===== config.mk =====
export PLATFORM = sky130hd
export DESIGN_NAME = fcg_gpio_alarm
export DESIGN_NICKNAME = d
export VERILOG_FILES = /design/src/verilog/fcg_pkg.sv /design/src/verilog/fcg_alarm_bit.sv /design/src/verilog/fcg_gpio_alarm.sv /design/src/verilog/fcg_pin_drive.sv
export VERILOG_INCLUDE_DIRS = /design/src /design/src/verilog
export SDC_FILE = /design/constraint.sdc
export NUM_CORES = 1
export LEC_CHECK = 0
export BUFFER_PORTS_ARGS = -buffer_cell sky130_fd_sc_hd__buf_4
export CELL_PAD_IN_SITES_DETAIL_PLACEMENT = 2
export CELL_PAD_IN_SITES_GLOBAL_PLACEMENT = 2
export CORE_UTILIZATION = 27
export DETAILED_ROUTE_END_ITERATION = 12
export GPL_TIMING_DRIVEN = 1
export PLACE_DENSITY = 0.93
export SKIP_LAST_GASP = 1
export SYNTH_ARGS = -nofsm -noshare
export SYNTH_HDL_FRONTEND = slang
export SYNTH_SLANG_ARGS = --single-unit

===== constraint.sdc =====
create_clock -name clk_i -period 4.8 [get_ports clk_i]
set_input_delay 0.96 -clock clk_i [delete_from_list [all_inputs] [get_ports clk_i]]
set_output_delay 0.96 -clock clk_i [all_outputs]
set_load 0.005 [all_outputs]

===== src/verilog/fcg_regs.svh =====
// Register offsets, field positions, reset values and codes of the fan-control pin and alarm block.
// Assumes byte addresses on an APB bus with 32-bit data, one word per register.
`ifndef FCG_REGS_SVH
`define FCG_REGS_SVH

// ---------------------------------------------------------------------------
// Register byte offsets
// ---------------------------------------------------------------------------
`define FCG_OFS_PIN_DEF     8'h00
`define FCG_OFS_PIN_LEVEL   8'h04
`define FCG_OFS_ALARM_EN    8'h08
`define FCG_OFS_ALARM_STAT  8'h0C

// ---------------------------------------------------------------------------
// Reset values
// ---------------------------------------------------------------------------
`define FCG_RST_PIN_DEF     8'hFF
`define FCG_RST_ALARM_EN    5'h00

// ---------------------------------------------------------------------------
// Pin definition field positions
// ---------------------------------------------------------------------------
`define FCG_POS_ALERT_PIN   0
`define FCG_POS_OVR_PIN     2
`define FCG_POS_SYNC_PIN    4
`define FCG_POS_PLAIN_A     6
`define FCG_POS_PLAIN_B     7

// ---------------------------------------------------------------------------
// Two-bit field codes and alarm bit positions
// ---------------------------------------------------------------------------
`define FCG_CODE_SPECIAL    2'h1
`define FCG_CODE_CLK_IN     2'h0
`define FCG_CODE_LOW        2'h2
`define FCG_CODE_HIGH       2'h3
`define FCG_ALM_MIN_OUT     0
`define FCG_ALM_MAX_OUT     1
`define FCG_ALM_TACH_OVF    2
`define FCG_ALM_OVR_LOW     3
`define FCG_ALM_SYNC_LOW    4
`define FCG_DAC_MIN         8'h00
`define FCG_DAC_MAX         8'hFF
`define FCG_TACH_FULL       8'hFF

`endif

===== src/verilog/fcg_pkg.sv =====
// Types shared by the fan-control pin and alarm block.
// Assumes fcg_regs.svh for the numeric constants.
package fcg_pkg;

  // -------------------------------------------------------------------------
  // Bus slave states
  // -------------------------------------------------------------------------
  typedef enum logic [1:0] {
    FCG_ST_IDLE = 2'h1,
    FCG_ST_ACK  = 2'h2
  } fcg_bus_state_e;

  typedef logic [7:0] fcg_byte_t;

  // -------------------------------------------------------------------------
  // Module state records
  // -------------------------------------------------------------------------
  typedef struct packed {
    fcg_bus_state_e st;
    logic           pready;
    logic           pslverr;
    logic [31:0]    prdata;
    fcg_byte_t      pin_def;
    logic [4:0]     alarm_en;
    logic [4:0]     rd_clr;
    logic           full_on;
    logic           reg_clk;
    logic [4:0]     pin_out;
  } fcg_top_s;

  typedef struct packed {
    logic stat;
  } fcg_alarm_s;

  typedef struct packed {
    logic oe;
  } fcg_pin_s;

endpackage


===== src/verilog/fcg_alarm_bit.sv =====
// One latched alarm: set by an enabled condition, cleared by a status read or by disabling.
// Assumes the clear request is a one-cycle pulse at the end of a status read.
`timescale 1ns/10ps
module fcg_alarm_bit (
  input  wire logic clk_i,
  input  wire logic rstn_i,
  input  wire logic cond_i,
  input  wire logic en_i,
  input  wire logic clr_i,
  output logic      stat_o
);
  import fcg_pkg::*;

  fcg_alarm_s state_r;
  fcg_alarm_s state_nxt;

  // -------------------------------------------------------------------------
  // Sticky status, set wins over clear
  // -------------------------------------------------------------------------
  always_comb begin
    state_nxt      = state_r;
    state_nxt.stat = en_i & (cond_i | (state_r.stat & ~clr_i));
  end

  always_ff @(posedge clk_i or negedge rstn_i) begin
    if (!rstn_i) begin
      state_r <= '0;
    end else begin
      state_r <= state_nxt;
    end
  end

  assign stat_o = state_r.stat;

endmodule


===== src/verilog/fcg_gpio_alarm.sv =====
// Pin and alarm logic of a fan speed regulator: five open-drain pins, alert, override, clock sync.
// Assumes an APB master, pin levels and converter/tach values synchronous to clk_i.
//
// Overview of operation
// Pins zero to two pull low when their two-bit field holds 10.
// Pins zero to two release open-drain high when their field holds 11.
// Pins three and four: field 0 pulls low, field 1 releases.
// After reset every pin is released open-drain high.
// Pin levels are readable; host releases a pin before using it as input.
// Pin zero field 01 makes it the active-low alert output.
// Alert pulls low whenever an enabled alarm is latched.
// Pin one field 01 makes it the full-on override input.
// Override input low forces maximum fan voltage whatever the mode.
// Pin two field 01 drives out the internal regulation clock.
// Pin two field 00 takes an external regulation clock instead.
// Host ties clock pins, makes one source, matches loop settings.
// Converter value 00h raises the minimum-output alarm.
// Converter value FFh raises the maximum-output alarm.
// Enable bits 0 and 1 enable minimum and maximum output alarms.
// Any tach counter at 255 raises the overflow alarm.
// Enable bit 2 lets the overflow alarm reach the alert.
// Enable bits 3 and 4 alarm on pin one or two low.
// A latched alarm holds the alert after its cause goes away.
// A status read clears only alarms whose cause is gone.
// Clearing an enable bit drops that alarm and its alert at once.
// Tach counters are 8 bits and hold 255 after overflow.
// Each status bit sits at its enable bit's position.
`timescale 1ns/10ps
`include "fcg_regs.svh"
module fcg_gpio_alarm (
  input  wire logic                 clk_i,
  input  wire logic                 rstn_i,
  input  wire logic                 psel_i,
  input  wire logic                 penable_i,
  input  wire logic                 pwrite_i,
  input  wire logic [7:0]           paddr_i,
  input  wire logic [31:0]          pwdata_i,
  output logic [31:0]               prdata_o,
  output logic                      pready_o,
  output logic                      pslverr_o,
  input  wire logic [4:0]           pin_in_i,
  output logic [4:0]                pin_out_o,
  output logic [4:0]                pin_oe_o,
  input  wire fcg_pkg::fcg_byte_t   dac_value_i,
  input  wire logic [31:0]          tach_counts_i,
  input  wire logic                 osc_clk_i,
  output logic                      full_on_o,
  output logic                      reg_clk_o
);
  import fcg_pkg::*;

  fcg_top_s   state_r;
  fcg_top_s   state_nxt;
  logic [4:0] alarm_cond;
  logic [4:0] alarm_stat;
  logic [4:0] special_low;
  logic [1:0] pin_field [5];
  logic       bus_access;
  logic       bus_done;

  // -------------------------------------------------------------------------
  // Helpers
  // -------------------------------------------------------------------------
  function automatic logic [1:0] field_of(input fcg_byte_t def, input int pos);
    logic [1:0] f;
    f = def[pos +: 2];
    return f;
  endfunction

  function automatic logic any_full(input logic [31:0] counts);
    logic hit;
    hit = 1'b0;
    for (int i = 0; i < 4; i++) begin
      hit = hit | (counts[i*8 +: 8] == `FCG_TACH_FULL);
    end
    return hit;
  endfunction

  // -------------------------------------------------------------------------
  // Alarm conditions
  // -------------------------------------------------------------------------
  always_comb begin
    alarm_cond                    = '0;
    alarm_cond[`FCG_ALM_MIN_OUT]  = (dac_value_i == `FCG_DAC_MIN);
    alarm_cond[`FCG_ALM_MAX_OUT]  = (dac_value_i == `FCG_DAC_MAX);
    alarm_cond[`FCG_ALM_TACH_OVF] = any_full(tach_counts_i);
    alarm_cond[`FCG_ALM_OVR_LOW]  = ~pin_in_i[1];
    alarm_cond[`FCG_ALM_SYNC_LOW] = ~pin_in_i[2];
  end

  // Each latch gated by the enable bit at the same position
  for (genvar g = 0; g < 5; g++) begin : g_alarm
    fcg_alarm_bit u_alarm (
      .clk_i  (clk_i),
      .rstn_i (rstn_i),
      .cond_i (alarm_cond[g]),
      .en_i   (state_r.alarm_en[g]),
      .clr_i  (state_r.rd_clr[g]),
      .stat_o (alarm_stat[g])
    );
  end

  // -------------------------------------------------------------------------
  // Pin drivers
  // -------------------------------------------------------------------------
  always_comb begin
    special_low    = '0;
    special_low[0] = |(alarm_stat & state_r.alarm_en);
    special_low[2] = ~osc_clk_i;
    pin_field[0]   = field_of(state_r.pin_def, `FCG_POS_ALERT_PIN);
    pin_field[1]   = field_of(state_r.pin_def, `FCG_POS_OVR_PIN);
    pin_field[2]   = field_of(state_r.pin_def, `FCG_POS_SYNC_PIN);
    pin_field[3]   = {1'b1, state_r.pin_def[`FCG_POS_PLAIN_A]};
    pin_field[4]   = {1'b1, state_r.pin_def[`FCG_POS_PLAIN_B]};
  end

  for (genvar p = 0; p < 5; p++) begin : g_pin
    fcg_pin_drive u_pin (
      .clk_i         (clk_i),
      .rstn_i        (rstn_i),
      .field_i       (pin_field[p]),
      .special_low_i (special_low[p]),
      .oe_o          (pin_oe_o[p])
    );
  end

  // -------------------------------------------------------------------------
  // APB slave and control
  // -------------------------------------------------------------------------
  assign bus_access = psel_i & penable_i;
  assign bus_done   = bus_access & (state_r.st == FCG_ST_ACK);

  always_comb begin
    state_nxt         = state_r;
    state_nxt.rd_clr  = '0;
    state_nxt.pin_out = '0;
    state_nxt.full_on = (field_of(state_r.pin_def, `FCG_POS_OVR_PIN) == `FCG_CODE_SPECIAL)
                        & ~pin_in_i[1];
    if (field_of(state_r.pin_def, `FCG_POS_SYNC_PIN) == `FCG_CODE_CLK_IN) begin
      state_nxt.reg_clk = pin_in_i[2];
    end else begin
      state_nxt.reg_clk = osc_clk_i;
    end
    case (state_r.st)
      FCG_ST_IDLE: begin
        state_nxt.pready  = 1'b0;
        state_nxt.pslverr = 1'b0;
        if (bus_access) begin
          state_nxt.st      = FCG_ST_ACK;
          state_nxt.pready  = 1'b1;
          state_nxt.prdata  = '0;
          case (paddr_i)
            `FCG_OFS_PIN_DEF:    state_nxt.prdata[7:0] = state_r.pin_def;
            `FCG_OFS_PIN_LEVEL:  state_nxt.prdata[4:0] = pin_in_i;
            `FCG_OFS_ALARM_EN:   state_nxt.prdata[4:0] = state_r.alarm_en;
            `FCG_OFS_ALARM_STAT: state_nxt.prdata[4:0] = alarm_stat;
            default:             state_nxt.pslverr     = 1'b1;
          endcase
        end
      end
      FCG_ST_ACK: begin
        state_nxt.st      = FCG_ST_IDLE;
        state_nxt.pready  = 1'b0;
        state_nxt.pslverr = 1'b0;
        if (bus_done && pwrite_i) begin
          case (paddr_i)
            `FCG_OFS_PIN_DEF:  state_nxt.pin_def  = pwdata_i[7:0];
            `FCG_OFS_ALARM_EN: state_nxt.alarm_en = pwdata_i[4:0];
            default:           state_nxt.pin_def  = state_r.pin_def;
          endcase
        end
        if (bus_done && !pwrite_i && paddr_i == `FCG_OFS_ALARM_STAT) begin
          state_nxt.rd_clr = state_r.prdata[4:0];
        end
      end
      default: begin
        state_nxt.st     = FCG_ST_IDLE;
        state_nxt.pready = 1'b0;
      end
    endcase
  end

  always_ff @(posedge clk_i or negedge rstn_i) begin
    if (!rstn_i) begin
      state_r          <= '0;
      state_r.st       <= FCG_ST_IDLE;
      state_r.pin_def  <= `FCG_RST_PIN_DEF;
      state_r.alarm_en <= `FCG_RST_ALARM_EN;
    end else begin
      state_r <= state_nxt;
    end
  end

  assign prdata_o  = state_r.prdata;
  assign pready_o  = state_r.pready;
  assign pslverr_o = state_r.pslverr;
  assign pin_out_o = state_r.pin_out;
  assign full_on_o = state_r.full_on;
  assign reg_clk_o = state_r.reg_clk;
endmodule


===== src/verilog/fcg_pin_drive.sv =====
// One open-drain pin driver: decodes a two-bit pin field into a registered pull-low enable.
// Assumes the field and the special-function request are synchronous to clk_i.
`timescale 1ns/10ps
`include "fcg_regs.svh"
module fcg_pin_drive (
  input  wire logic       clk_i,
  input  wire logic       rstn_i,
  input  wire logic [1:0] field_i,
  input  wire logic       special_low_i,
  output logic            oe_o
);
  import fcg_pkg::*;

  fcg_pin_s state_r;
  fcg_pin_s state_nxt;

  // -------------------------------------------------------------------------
  // Field decode
  // -------------------------------------------------------------------------
  always_comb begin
    state_nxt = state_r;
    case (field_i)
      `FCG_CODE_LOW:     state_nxt.oe = 1'b1;
      `FCG_CODE_HIGH:    state_nxt.oe = 1'b0;
      `FCG_CODE_SPECIAL: state_nxt.oe = special_low_i;
      default:           state_nxt.oe = 1'b0;
    endcase
  end

  always_ff @(posedge clk_i or negedge rstn_i) begin
    if (!rstn_i) begin
      state_r <= '0;
    end else begin
      state_r <= state_nxt;
    end
  end

  assign oe_o = state_r.oe;

endmodule


======== Yosys cells after proc, flatten, opt, wreduce, memory -nomap -nowiden ========
Index checks and enable logic that the tools add are counted.
word-level totals
  bits in registers ....................... 42
  input port bits ......................... 91
  RAM bits ................................ 0
  ROM bits ................................ 0
  latch bits .............................. 0
  memories ................................ 0
  output and inout port bits .............. 46
operators by class
  multipliers ............................. 0
  $lt $le $gt $ge ......................... 0
  reductions and logical operators ........ 13
  bitwise gates (word level) .............. 30
  divide/modulo/power cells ............... 0
  shift-type cells ........................ 0
  mux-type cells .......................... 14
  $add $sub $neg .......................... 0
  equality and inequality tests ........... 17
operator list
  cell                                                                   number
  8-bit equality test, second input constant                             5
  36-bit two-way mux                                                     1
  5-bit one-hot mux with 4 select lines                                  1
  8-bit by 4-bit equality test with 1-bit output, second input constant  2
  8-bit logical NOT                                                      2
  1-bit AND                                                              13
  5-bit two-way mux                                                      2
  2-bit by 1-bit equality test with 1-bit output, second input constant  4
  2-bit equality test, second input constant                             4
  8-bit by 3-bit equality test with 1-bit output, second input constant  1
  1-bit inverter                                                         8
  1-bit OR                                                               8
  3-bit two-way mux                                                      2
  1-bit one-hot mux with 2 select lines                                  3
  3-bit AND reduction                                                    2
  5-bit AND                                                              1
  1-bit two-way mux                                                      5
  5-bit OR reduction                                                     1
  4-bit OR reduction                                                     1
  1-bit logical AND                                                      3
  2-bit logical NOT                                                      1
  2-bit inequality test, second input constant                           1
  2-bit AND reduction                                                    1
  2-bit nonzero test                                                     1
  1-bit logical NOT                                                      1

======== Depth between registers and ports, before layout ========
Gate-level depths: netlist (run 1).
  depth after elaboration ................. 6
  mapped depth ............................ 6

======== Modules after synthesis ========
A second synthesis (run 1) with hierarchy kept.
second synthesis, totals
  cells, all modules ...................... 216
  area, all modules ....................... 2393.5 um^2
by module, submodules not included
  module          area an instance (um^2)  cells each  instances
  fcg_gpio_alarm  1830.5                   166         1
  fcg_pin_drive   66.3                     7           5
  fcg_alarm_bit   46.3                     3           5

======== Worst setup path before layout (run 1) ========
No wires, ideal clock.
  kind .................................... input to register
  start point ............................. in paddr_i[1]
  end point ............................... reg state_r[12] (netlist name)
  cell stages on the path ................. 4
  data required time ...................... 4675 ps
  arrival ................................. 2029 ps
  library setup time ...................... 125 ps
  path slack .............................. 2646 ps
  path through ............................ nor4_4 > and4_1 > buf_6 > mux2_4
between the ends
  word-level cells in the longest chain between the ends .. 2
ends and longest elaborated chain
  element                                         line                   RTL
  start, declared                                 fcg_gpio_alarm.sv:36   input wire logic [7:0] paddr_i,
  8-bit by 4-bit equality test with 1-bit output  fcg_gpio_alarm.sv:166  case (paddr_i)
  3-bit AND reduction (no line)                   -
  end signal, assigned                            fcg_gpio_alarm.sv:190  state_r <= state_nxt;
  end, declared                                   fcg_gpio_alarm.sv:52   fcg_top_s state_r;
No other way between the ends.
A chain may end at the register's enable or synchronous reset.

======== Final worst setup path (run 1) ========
  start point ............................. in paddr_i[1]
  end point ............................... reg state_r[16] (netlist name)
Same word-level chain as after synthesis.

==> results.sh, run 1 <==
export IMPL_cts_root_buf="clkbuf_8"
export IMPL_drc=0
export IMPL_grt_pass1_vias=1859
export IMPL_port_buffers=83
export IMPL_drt_pass1_iter_count=4
export IMPL_mostFrequentLayoutCells="83 x buf_4, 33 x dfrtp_1, 29 x conb_1, 21 x inv_1, 10 x nand4_1"
export IMPL_crit_slowest_cell="and4_1"
export IMPL_tightest_slew_ns=0.535
export IMPL_ir_worst_vdd_mv=0.0891
export IMPL_wl_per_cell_um=16.0
export IMPL_track_usage_pct=14.4
export IMPL_dp_cells=376
export IMPL_start_kind="input port"
export IMPL_slew_headroom_pct=64.3
export IMPL_via_count=1718
export IMPL_start_util_pct=28.1
export IMPL_hp_start="pin_field[0]$_DFFE_PN1P_"
export IMPL_antenna_left=0
export IMPL_fin_nets=376
export IMPL_rr_endpoint="state_r[16]$_DFFE_PN0P_"
export IMPL_h_tree_depth=2
export IMPL_die_h_um=94.9
export IMPL_cts_buffers=5
export IMPL_layout_drive_gt1_share_pct=43.7
export IMPL_finalHoldViolCount=0
export IMPL_pwr_density_cell_nw_per_um2=251
export IMPL_die_area_um2=9010
export IMPL_layout_commonest_cell="buf_4"
export IMPL_postCtsResizedCells=0
export IMPL_clk_path_buf_depth=2
export IMPL_synth_ff_type="dfrtp_1"
export IMPL_syn_area_um2=2330
export IMPL_viasPerCell=4.47
export IMPL_gp_congestion=0.754
export IMPL_tns_ns=0
export IMPL_whs_path_depth=1
export IMPL_setup_violations_final=0
export IMPL_status="complete, no violations"
export IMPL_synth_edf_count=0
export IMPL_path_max_fanout=6
export IMPL_num_antenna_cells=0
export IMPL_critPathCaptureType="flip-flop"
export IMPL_crit_required_ns=4.98
export IMPL_async_flop_share_pct=100
export IMPL_path_class="input port to flip-flop"
export IMPL_die_x_um=94.9
export IMPL_syn_to_final_growth_pct=25.8
export IMPL_grt_pass1_wl_um=9430
export IMPL_dp_final_hpwl_um=4970
export IMPL_yosys_area_top_type="dfrtp_1"
export IMPL_cts_tree="done"
export IMPL_antenna_found_initial=0
export IMPL_dr_first_iter_drc_count=78
export IMPL_finalCritPeriodShare_pct=46.4
export IMPL_grt_setup_unrepaired="no"
export IMPL_top_level_ports=137
export IMPL_path_cells="buf_4 -> nor4_4 -> and4_1 -> mux2_4"
export IMPL_cap_violations=0
export IMPL_fillerInstances=916
export IMPL_fp_row_count=33
export IMPL_fmax_ghz=0.449
export IMPL_synth_top_area_share_pct=35.4
export IMPL_clk_latency_ns=0.30
export IMPL_place_area_um2=2840
export IMPL_grt_overflow=0
export IMPL_min_path_type="flip-flop to flip-flop"
export IMPL_hold_buffers=0
export IMPL_synth_area_per_cell_um2=11.4
export IMPL_yosysWarnings=0
export IMPL_reg2reg_from="state_r[59]$_DFFE_PN1P_"
export IMPL_fin_crit_ns=2.23
export IMPL_path_clk_slew_ns=0.08
export IMPL_drv_slew=0
export IMPL_reg2reg_setup_slack_ns=2.94
export IMPL_ys_seq_elements=42
export IMPL_finClkSkew_ns=0.00760
export IMPL_min_to="g_pin[4].u_pin.oe_o$_DFF_PN0_"
export IMPL_grt_max_degree=43
export IMPL_slowest_delay_ns=0.53
export IMPL_drt_total_wl_um=6150
export IMPL_synth_cells=205
export IMPL_synth_top_cells_by_area="dfrtp_1 35%, buf_4 14%, dfstp_2 10%, mux4_2 4.8%, mux2_2 4.3%"
export IMPL_crit_arrival_ns=2.41
export IMPL_ff2ff_path_depth=5
export IMPL_cts_post_setup_buffers_inserted=0
export IMPL_synth_cell_types=37
export IMPL_layout_cells_non_filler=384
export IMPL_ys_seq_area_share_pct=45.6
export IMPL_cellLeakagePower_nw=1.39
export IMPL_cts_sinks=42
export IMPL_fin_area_um2=2930
export IMPL_coreArea_um2=8300
==> worst max-delay path: cells and delay by family <==
family	cells	cell delay [ns]
muxes	1	0.33
buffers and inverters	1	0.12
and+or+nand+nor	2	0.99
==> metal layers <==
layer | up-vias | wire [µm] | GRT usage [%]
met5 | - | 0 | 0
met4 | 0 | 135 | 6.31
met3 | 9 | 368 | 3.86
met2 | 51 | 3430 | 26.6
met1 | 873 | 2210 | 15.3
li1 | 785 | - | -
==> logic make-up (layout without fill, tap and decap cells) <==
kind of cell               count (synthesis)  in the layout  synth area share, %
buffers and inverters                     66            112                 18.4
and+or+nand+nor                           48             48                 12.8
DFF                                       42             42                 45.6
AOI/OAI and AO/OA                         22             22                 6.98
muxes                                     19             19                 12.4
adders and majority gates                  7              7                 3.76
other                                      1             29                0.161
==> worst max path at each step <==
stage / startpoint / endpoint / slack [ns] / cells past startpoint
detailed placement: paddr_i[1] / state_r[14]$_DFFE_PN0P_ / 2.27 / 4
global placement: paddr_i[1] / state_r[15]$_DFFE_PN0P_ / 2.28 / 4
global route: paddr_i[1] / state_r[16]$_DFFE_PN0P_ / 2.53 / 4
CTS: paddr_i[1] / state_r[14]$_DFFE_PN0P_ / 2.59 / 4
floorplan: paddr_i[1] / state_r[12]$_DFFE_PN0P_ / 2.65 / 4
finish: paddr_i[1] / state_r[16]$_DFFE_PN0P_ / 2.57 / 4
==> registers in the layout (all words and copies together), names as in the netlist <==
register and flops:
full_on_o 1, state_r 12, pready_o 1, g_alarm.u_alarm.stat_o 5, pslverr_o 1, g_pin.u_pin.oe_o 5, reg_clk_o 1, prdata_o 8
pin_field 8
==> synth_stat cells (2+ instances only) <==
cell type / number
mux2_4: 5
o22ai_1: 7
nor3b_1: 2
buf_6: 3
inv_1: 21
nand2_1: 7
nor2b_1: 4
mux2_2: 9
buf_4: 42
dfrtp_1: 33
nor3_1: 5
a21boi_0: 4
nand4_1: 10
o31ai_1: 3
nor2_1: 5
mux4_2: 5
ha_1: 7
nand3_1: 4
dfstp_2: 9
nand2b_1: 2
nor4_1: 2
==> cell type report <==
class / instances / area (µm²) / area share, %
sequential: 42 / 1060 / 36.2
multi-input combinational: 125 / 946 / 32.3
timing repair buffer: 83 / 623 / 21.2
tap: 105 / 131 / 4.48
clock buffer: 7 / 86.3 / 2.94
inverter: 21 / 78.8 / 2.69
clock inverter: 1 / 5.00 / 0.171
==> through the flow <==
stage               setup slack, ns  hold slack (ns)  util (%)  power, mW
global placement               2.28            0.447      34.2      0.494
CTS                            2.59            0.462      35.3      0.747
global route                   2.53            0.474      35.3      0.774
finish                         2.57            0.460      35.3      0.737
floorplan                      2.65            0.430         -      0.446
detailed placement             2.27            0.444      34.2      0.503
==> power by group <==
part	leakage, nW	internal, mW	switching, mW
Sequential	0.539	0.369	0.00799
Clock	0.0482	0.116	0.122
Combinational	0.807	0.0607	0.0606
Power figures use the tool's default switching activity.
==> run 2: changes to the inputs <==
--- a/config.mk
+++ b/config.mk
@@ -9,10 +9,10 @@
 export BUFFER_PORTS_ARGS = -buffer_cell sky130_fd_sc_hd__buf_4
 export CELL_PAD_IN_SITES_DETAIL_PLACEMENT = 2
 export CELL_PAD_IN_SITES_GLOBAL_PLACEMENT = 2
-export CORE_UTILIZATION = 27
+export CORE_UTILIZATION = 23
 export DETAILED_ROUTE_END_ITERATION = 12
 export GPL_TIMING_DRIVEN = 1
-export PLACE_DENSITY = 0.93
+export PLACE_DENSITY = 0.85
 export SKIP_LAST_GASP = 1
 export SYNTH_ARGS = -nofsm -noshare
 export SYNTH_HDL_FRONTEND = slang
==> constraint.sdc (replaced) <==
create_clock -name clk_i -period 2 [get_ports clk_i]
set_input_delay 0.4 -clock clk_i [delete_from_list [all_inputs] [get_ports clk_i]]
set_output_delay 0.4 -clock clk_i [all_outputs]
set_load 0.005 [all_outputs]
==> results.sh, run 2 (synthesized netlist as in run 1, its figures left out) <==
export IMPL_crit_required_ns=2.19
export IMPL_cts_sinks=42
export IMPL_cellLeakagePower_nw=1.42
export IMPL_min_path_type="input port to asynchronous set/reset pin"
export IMPL_ff2ff_path_depth=5
export IMPL_fin_crit_ns=1.83
export IMPL_hold_buffers=0
export IMPL_antenna_found_initial=0
export IMPL_path_class="flip-flop to flip-flop"
export IMPL_finClkSkew_ns=0.0102
export IMPL_track_usage_pct=12.9
export IMPL_fillerInstances=1133
export IMPL_start_util_pct=23.7
export IMPL_layout_commonest_cell="buf_4"
export IMPL_coreArea_um2=9820
export IMPL_syn_to_final_growth_pct=30.0
export IMPL_path_max_fanout=5
export IMPL_via_count=1727
export IMPL_grt_pass1_vias=1924
export IMPL_gp_congestion=0.742
export IMPL_mostFrequentLayoutCells="85 x buf_4, 33 x dfrtp_1, 29 x conb_1, 21 x inv_1, 10 x nand4_1"
export IMPL_slowest_delay_ns=0.56
export IMPL_path_buf_inv=1
export IMPL_tightest_slew_ns=0.535
export IMPL_die_area_um2=10500
export IMPL_wl_per_cell_um=15.5
export IMPL_path_clk_slew_ns=0.09
export IMPL_cts_tree="done"
export IMPL_start_kind="flip-flop"
export IMPL_drt_pass1_iter_count=4
export IMPL_top_level_ports=137
export IMPL_grt_max_degree=43
export IMPL_setup_violations_final=0
export IMPL_cap_violations=0
export IMPL_drt_total_wl_um=6420
export IMPL_cts_buffers=5
export IMPL_die_h_um=103
export IMPL_drc=0
export IMPL_grt_setup_unrepaired="no"
export IMPL_crit_slowest_cell="dfstp_2"
export IMPL_clk_path_buf_depth=2
export IMPL_tns_ns=0
export IMPL_status="complete, no violations"
export IMPL_crit_arrival_ns=2.02
export IMPL_postCtsResizedCells=0
export IMPL_clk_latency_ns=0.31
export IMPL_rr_endpoint="state_r[12]$_DFFE_PN0P_"
export IMPL_cts_root_buf="clkbuf_8"
export IMPL_utilization_pct=30.8
export IMPL_critPathCaptureType="flip-flop"
export IMPL_port_buffers=83
export IMPL_num_antenna_cells=0
export IMPL_regArea_um2=1060
export IMPL_finalCritPeriodShare_pct=91.7
export IMPL_dp_final_hpwl_um=5150
export IMPL_pwr_density_cell_nw_per_um2=665
export IMPL_antenna_left=0
export IMPL_viasPerCell=4.17
export IMPL_slew_headroom_pct=64.3
export IMPL_multiInputGateArea_um2=946
export IMPL_path_cells="inv_1 -> ha_1 -> and3_1 -> and4_1 -> mux2_4"
export IMPL_largest_reg_flops=12
export IMPL_reg2reg_from="state_r[59]$_DFFE_PN1P_"
export IMPL_path_delay_family="simple AND/OR/NAND/NOR gates"
export IMPL_dr_first_iter_drc_count=83
export IMPL_reg2reg_setup_slack_ns=0.17
export IMPL_fmax_ghz=0.546
export IMPL_die_x_um=103
export IMPL_layout_drive_gt1_share_pct=44.5
export IMPL_grt_overflow=0
export IMPL_finalHoldViolCount=0
export IMPL_grt_pass1_wl_um=10100
export IMPL_ir_worst_vdd_mv=0.209
export IMPL_cp_depth=5
export IMPL_cts_post_setup_buffers_inserted=0
export IMPL_fin_nets=378
export IMPL_drv_slew=0
export IMPL_fp_row_count=36
export IMPL_h_tree_depth=2
export IMPL_largest_register="state_r"
==> run 2: cell count changes in the layout (fill, tap and decap cells not counted) <==
cell       before  now
buf_4          83   85
bufinv_16       0    2
clkbuf_1        1    0
clkbuf_8        6    5
clkinv_2        1    0
clkinv_4        0    1
==> run 2: layout make-up <==
cell class,instances,share of cell area [%]
repair buffers,85,21.1
clock buffers,5,2.27
multi-input cells,125,31.2
inverters,21,2.60
well taps,133,5.49
clock inverters,3,2.27
flip-flops and latches,42,35.1
==> run 2: report_power, final <==
group	internal, mW	switching [mW]
sequential	0.886	0.0189
clock	0.500	0.320
combinational	0.147	0.141
total	1.53	0.480
==> run 2: routing by layer <==
metal  share of wire [%]  GRT usage, %
met1                  35          13.6
met2                  57          24.4
met3                 5.9          3.46
met4                 1.9          4.73
met5                   0             0
==> run 2: worst max path at each step <==
| stage | to | start |
|---|---|---|
| 4_1_cts | state_r[12]$_DFFE_PN0P_ | state_r[59]$_DFFE_PN1P_ |
| 5_1_grt | state_r[12]$_DFFE_PN0P_ | state_r[59]$_DFFE_PN1P_ |
| 3_5_place_dp | state_r[16]$_DFFE_PN0P_ | state_r[59]$_DFFE_PN1P_ |
| 6_report | state_r[12]$_DFFE_PN0P_ | state_r[59]$_DFFE_PN1P_ |
| 3_3_place_gp | state_r[13]$_DFFE_PN0P_ | state_r[59]$_DFFE_PN1P_ |
| 2_1_floorplan | state_r[12]$_DFFE_PN0P_ | state_r[59]$_DFFE_PN1P_ |
==> run 2: per-stage QoR <==
step / hold WS (ns) / instances / power [mW] / setup WS [ns] / instance area (µm²)
floorplan: 0.104 / 233 / 1.07 / 0.305 / 2440
global placement: 0.414 / 406 / 1.19 / 0.209 / 2890
detailed placement: 0.423 / 406 / 1.21 / 0.195 / 2890
CTS: 0.0903 / 414 / 2.03 / 0.159 / 3030
global route: 0.100 / 414 / 2.10 / 0.0753 / 3030
finish: 0.0602 / 414 / 2.01 / 0.167 / 3030
==> run 3: changes to the inputs <==
--- a/config.mk
+++ b/config.mk
@@ -9,11 +9,14 @@
 export BUFFER_PORTS_ARGS = -buffer_cell sky130_fd_sc_hd__buf_4
 export CELL_PAD_IN_SITES_DETAIL_PLACEMENT = 2
 export CELL_PAD_IN_SITES_GLOBAL_PLACEMENT = 2
+export CORE_MARGIN = 2
 export CORE_UTILIZATION = 23
 export DETAILED_ROUTE_END_ITERATION = 12
 export GPL_TIMING_DRIVEN = 1
 export PLACE_DENSITY = 0.85
+export RECOVER_POWER = 100
 export SKIP_LAST_GASP = 1
 export SYNTH_ARGS = -nofsm -noshare
 export SYNTH_HDL_FRONTEND = slang
 export SYNTH_SLANG_ARGS = --single-unit
+export TNS_END_PERCENT = 5
==> results.sh, run 3 (synthesized netlist as in run 1, its figures left out) <==
export IMPL_die_area_um2=11000
export IMPL_slowest_delay_ns=0.55
export IMPL_antenna_left=0
export IMPL_largest_reg_flops=12
export IMPL_syn_to_final_growth_pct=27.4
export IMPL_mostFrequentLayoutCells="67 x buf_4, 33 x dfrtp_1, 29 x conb_1, 21 x inv_1, 15 x clkbuf_4"
export IMPL_crit_arrival_ns=2.02
export IMPL_regArea_um2=1060
export IMPL_drc=0
export IMPL_finalCritPeriodShare_pct=92.2
export IMPL_path_max_fanout=5
export IMPL_clk_latency_ns=0.29
export IMPL_pwr_density_cell_nw_per_um2=635
export IMPL_path_clk_slew_ns=0.08
export IMPL_rr_endpoint="state_r[15]$_DFFE_PN0P_"
export IMPL_path_class="flip-flop to flip-flop"
export IMPL_drt_pass1_iter_count=4
export IMPL_grt_overflow=0
export IMPL_start_util_pct=23.7
export IMPL_die_x_um=105
export IMPL_finClkSkew_ns=0.00456
export IMPL_fin_nets=378
export IMPL_gp_congestion=0.729
export IMPL_wl_per_cell_um=15.7
export IMPL_worst_slack_ns=0.156
export IMPL_num_antenna_cells=0
export IMPL_cts_root_buf="clkbuf_8"
export IMPL_die_h_um=105
export IMPL_crit_slowest_cell="dfstp_2"
export IMPL_antenna_found_initial=0
export IMPL_fillerInstances=1131
export IMPL_coreArea_um2=9820
export IMPL_port_buffers=83
export IMPL_min_path_type="input port to asynchronous set/reset pin"
export IMPL_reg2reg_setup_slack_ns=0.16
export IMPL_place_ws_ns=0.191
export IMPL_drv_slew=0
export IMPL_utilization_pct=30.2
export IMPL_h_tree_depth=2
export IMPL_fmax_ghz=0.542
export IMPL_top_level_ports=137
export IMPL_multiInputGateArea_um2=918
export IMPL_slew_headroom_pct=28.1
export IMPL_cts_tree="done"
export IMPL_via_count=1722
export IMPL_status="complete, no violations"
export IMPL_dr_first_iter_drc_count=45
export IMPL_viasPerCell=4.16
export IMPL_postCtsResizedCells=0
export IMPL_layout_cells_non_filler=414
export IMPL_cts_post_setup_buffers_inserted=0
export IMPL_grt_max_degree=43
export IMPL_grt_pass1_wl_um=10300
export IMPL_layout_commonest_cell="buf_4"
export IMPL_cellLeakagePower_nw=1.40
export IMPL_cts_buffers=5
export IMPL_grt_setup_unrepaired="no"
export IMPL_path_cells="inv_1 -> ha_1 -> and3_1 -> and4_1 -> mux2_1"
export IMPL_crit_required_ns=2.17
export IMPL_tightest_slew_ns=1.08
export IMPL_critPathCaptureType="flip-flop"
export IMPL_setup_violations_final=0
export IMPL_finalHoldViolCount=0
export IMPL_dp_cells=406
export IMPL_grt_pass1_vias=1984
export IMPL_ff2ff_path_depth=5
export IMPL_largest_register="state_r"
export IMPL_ir_worst_vdd_mv=0.247
export IMPL_fin_crit_ns=1.84
export IMPL_start_kind="flip-flop"
export IMPL_reg2reg_from="state_r[59]$_DFFE_PN1P_"
export IMPL_layout_drive_gt1_share_pct=39.9
export IMPL_drt_total_wl_um=6510
export IMPL_cts_sinks=42
export IMPL_dp_final_hpwl_um=5170
export IMPL_hold_buffers=0
export IMPL_tns_ns=0
export IMPL_track_usage_pct=12.0
export IMPL_cap_violations=0
export IMPL_clk_path_buf_depth=2
export IMPL_p_total_mw=1.89
export IMPL_fp_row_count=36
run 3: cell types whose count changed in the layout (fill, tap and decap cells not counted), moves of 3 or more:
cell,before,now
buf_4,85,67
mux2_4,5,0
clkbuf_4,0,15
dfstp_2,9,5
clkbuf_1,0,3
mux2_1,0,6
dfstp_1,0,4
run 3: metrics by stage:
stage                     hold slack (ns)  instance area, µm²
final                               0.293                2970
after global routing                0.284                2970
after CTS                           0.102                3010
after detailed placement            0.420                2890
after global placement              0.412                2890
after floorplan                     0.104                2440
run 3: worst max-delay path by stage:
stage                            start                       to  slack (ns)  cells past startpoint
2_1_floorplan  state_r[59]$_DFFE_PN1P_  state_r[12]$_DFFE_PN0P_        0.30                      6
3_3_place_gp   state_r[59]$_DFFE_PN1P_  state_r[15]$_DFFE_PN0P_        0.21                      5
3_5_place_dp   state_r[59]$_DFFE_PN1P_  state_r[16]$_DFFE_PN0P_        0.19                      5
4_1_cts        state_r[59]$_DFFE_PN1P_  state_r[16]$_DFFE_PN0P_        0.11                      5
5_1_grt        state_r[59]$_DFFE_PN1P_  state_r[16]$_DFFE_PN0P_        0.09                      5
6_report       state_r[59]$_DFFE_PN1P_  state_r[15]$_DFFE_PN0P_        0.16                      5
run 3: report_power, final:
group          internal [mW]  leakage [nW]  switching [mW]
combinational          0.145         0.803           0.139
sequential             0.885         0.540          0.0186
clock                  0.407        0.0585           0.292
run 3: metal layers:
metal  up-vias  part of all wire (%)  wire length, µm  track usage (%)
met4         0                   1.3               85             3.71
met2        50                    58             3750             24.4
met3         5                   4.7              307             2.62
met5         -                     0                0                0
li1        786                     -                -                -
met1       881                    36             2370             12.1
run 3: cell type report:
cell class | count | area share, %
sequential | 42 | 35.8
multi-input combinational | 125 | 30.9
timing repair buffer | 85 | 21.1
tap | 133 | 5.60
clock buffer | 7 | 2.91
inverter | 21 | 2.65
clock inverter | 1 | 1.01
run 3: worst max-delay path, delay by kind of cell (launching register included):
kind	cells	cell delay (ns)
and+or+nand+nor	2	0.55
DFF	1	0.55
adders and majority gates	1	0.22
buffers and inverters	1	0.05
muxes	1	0.36
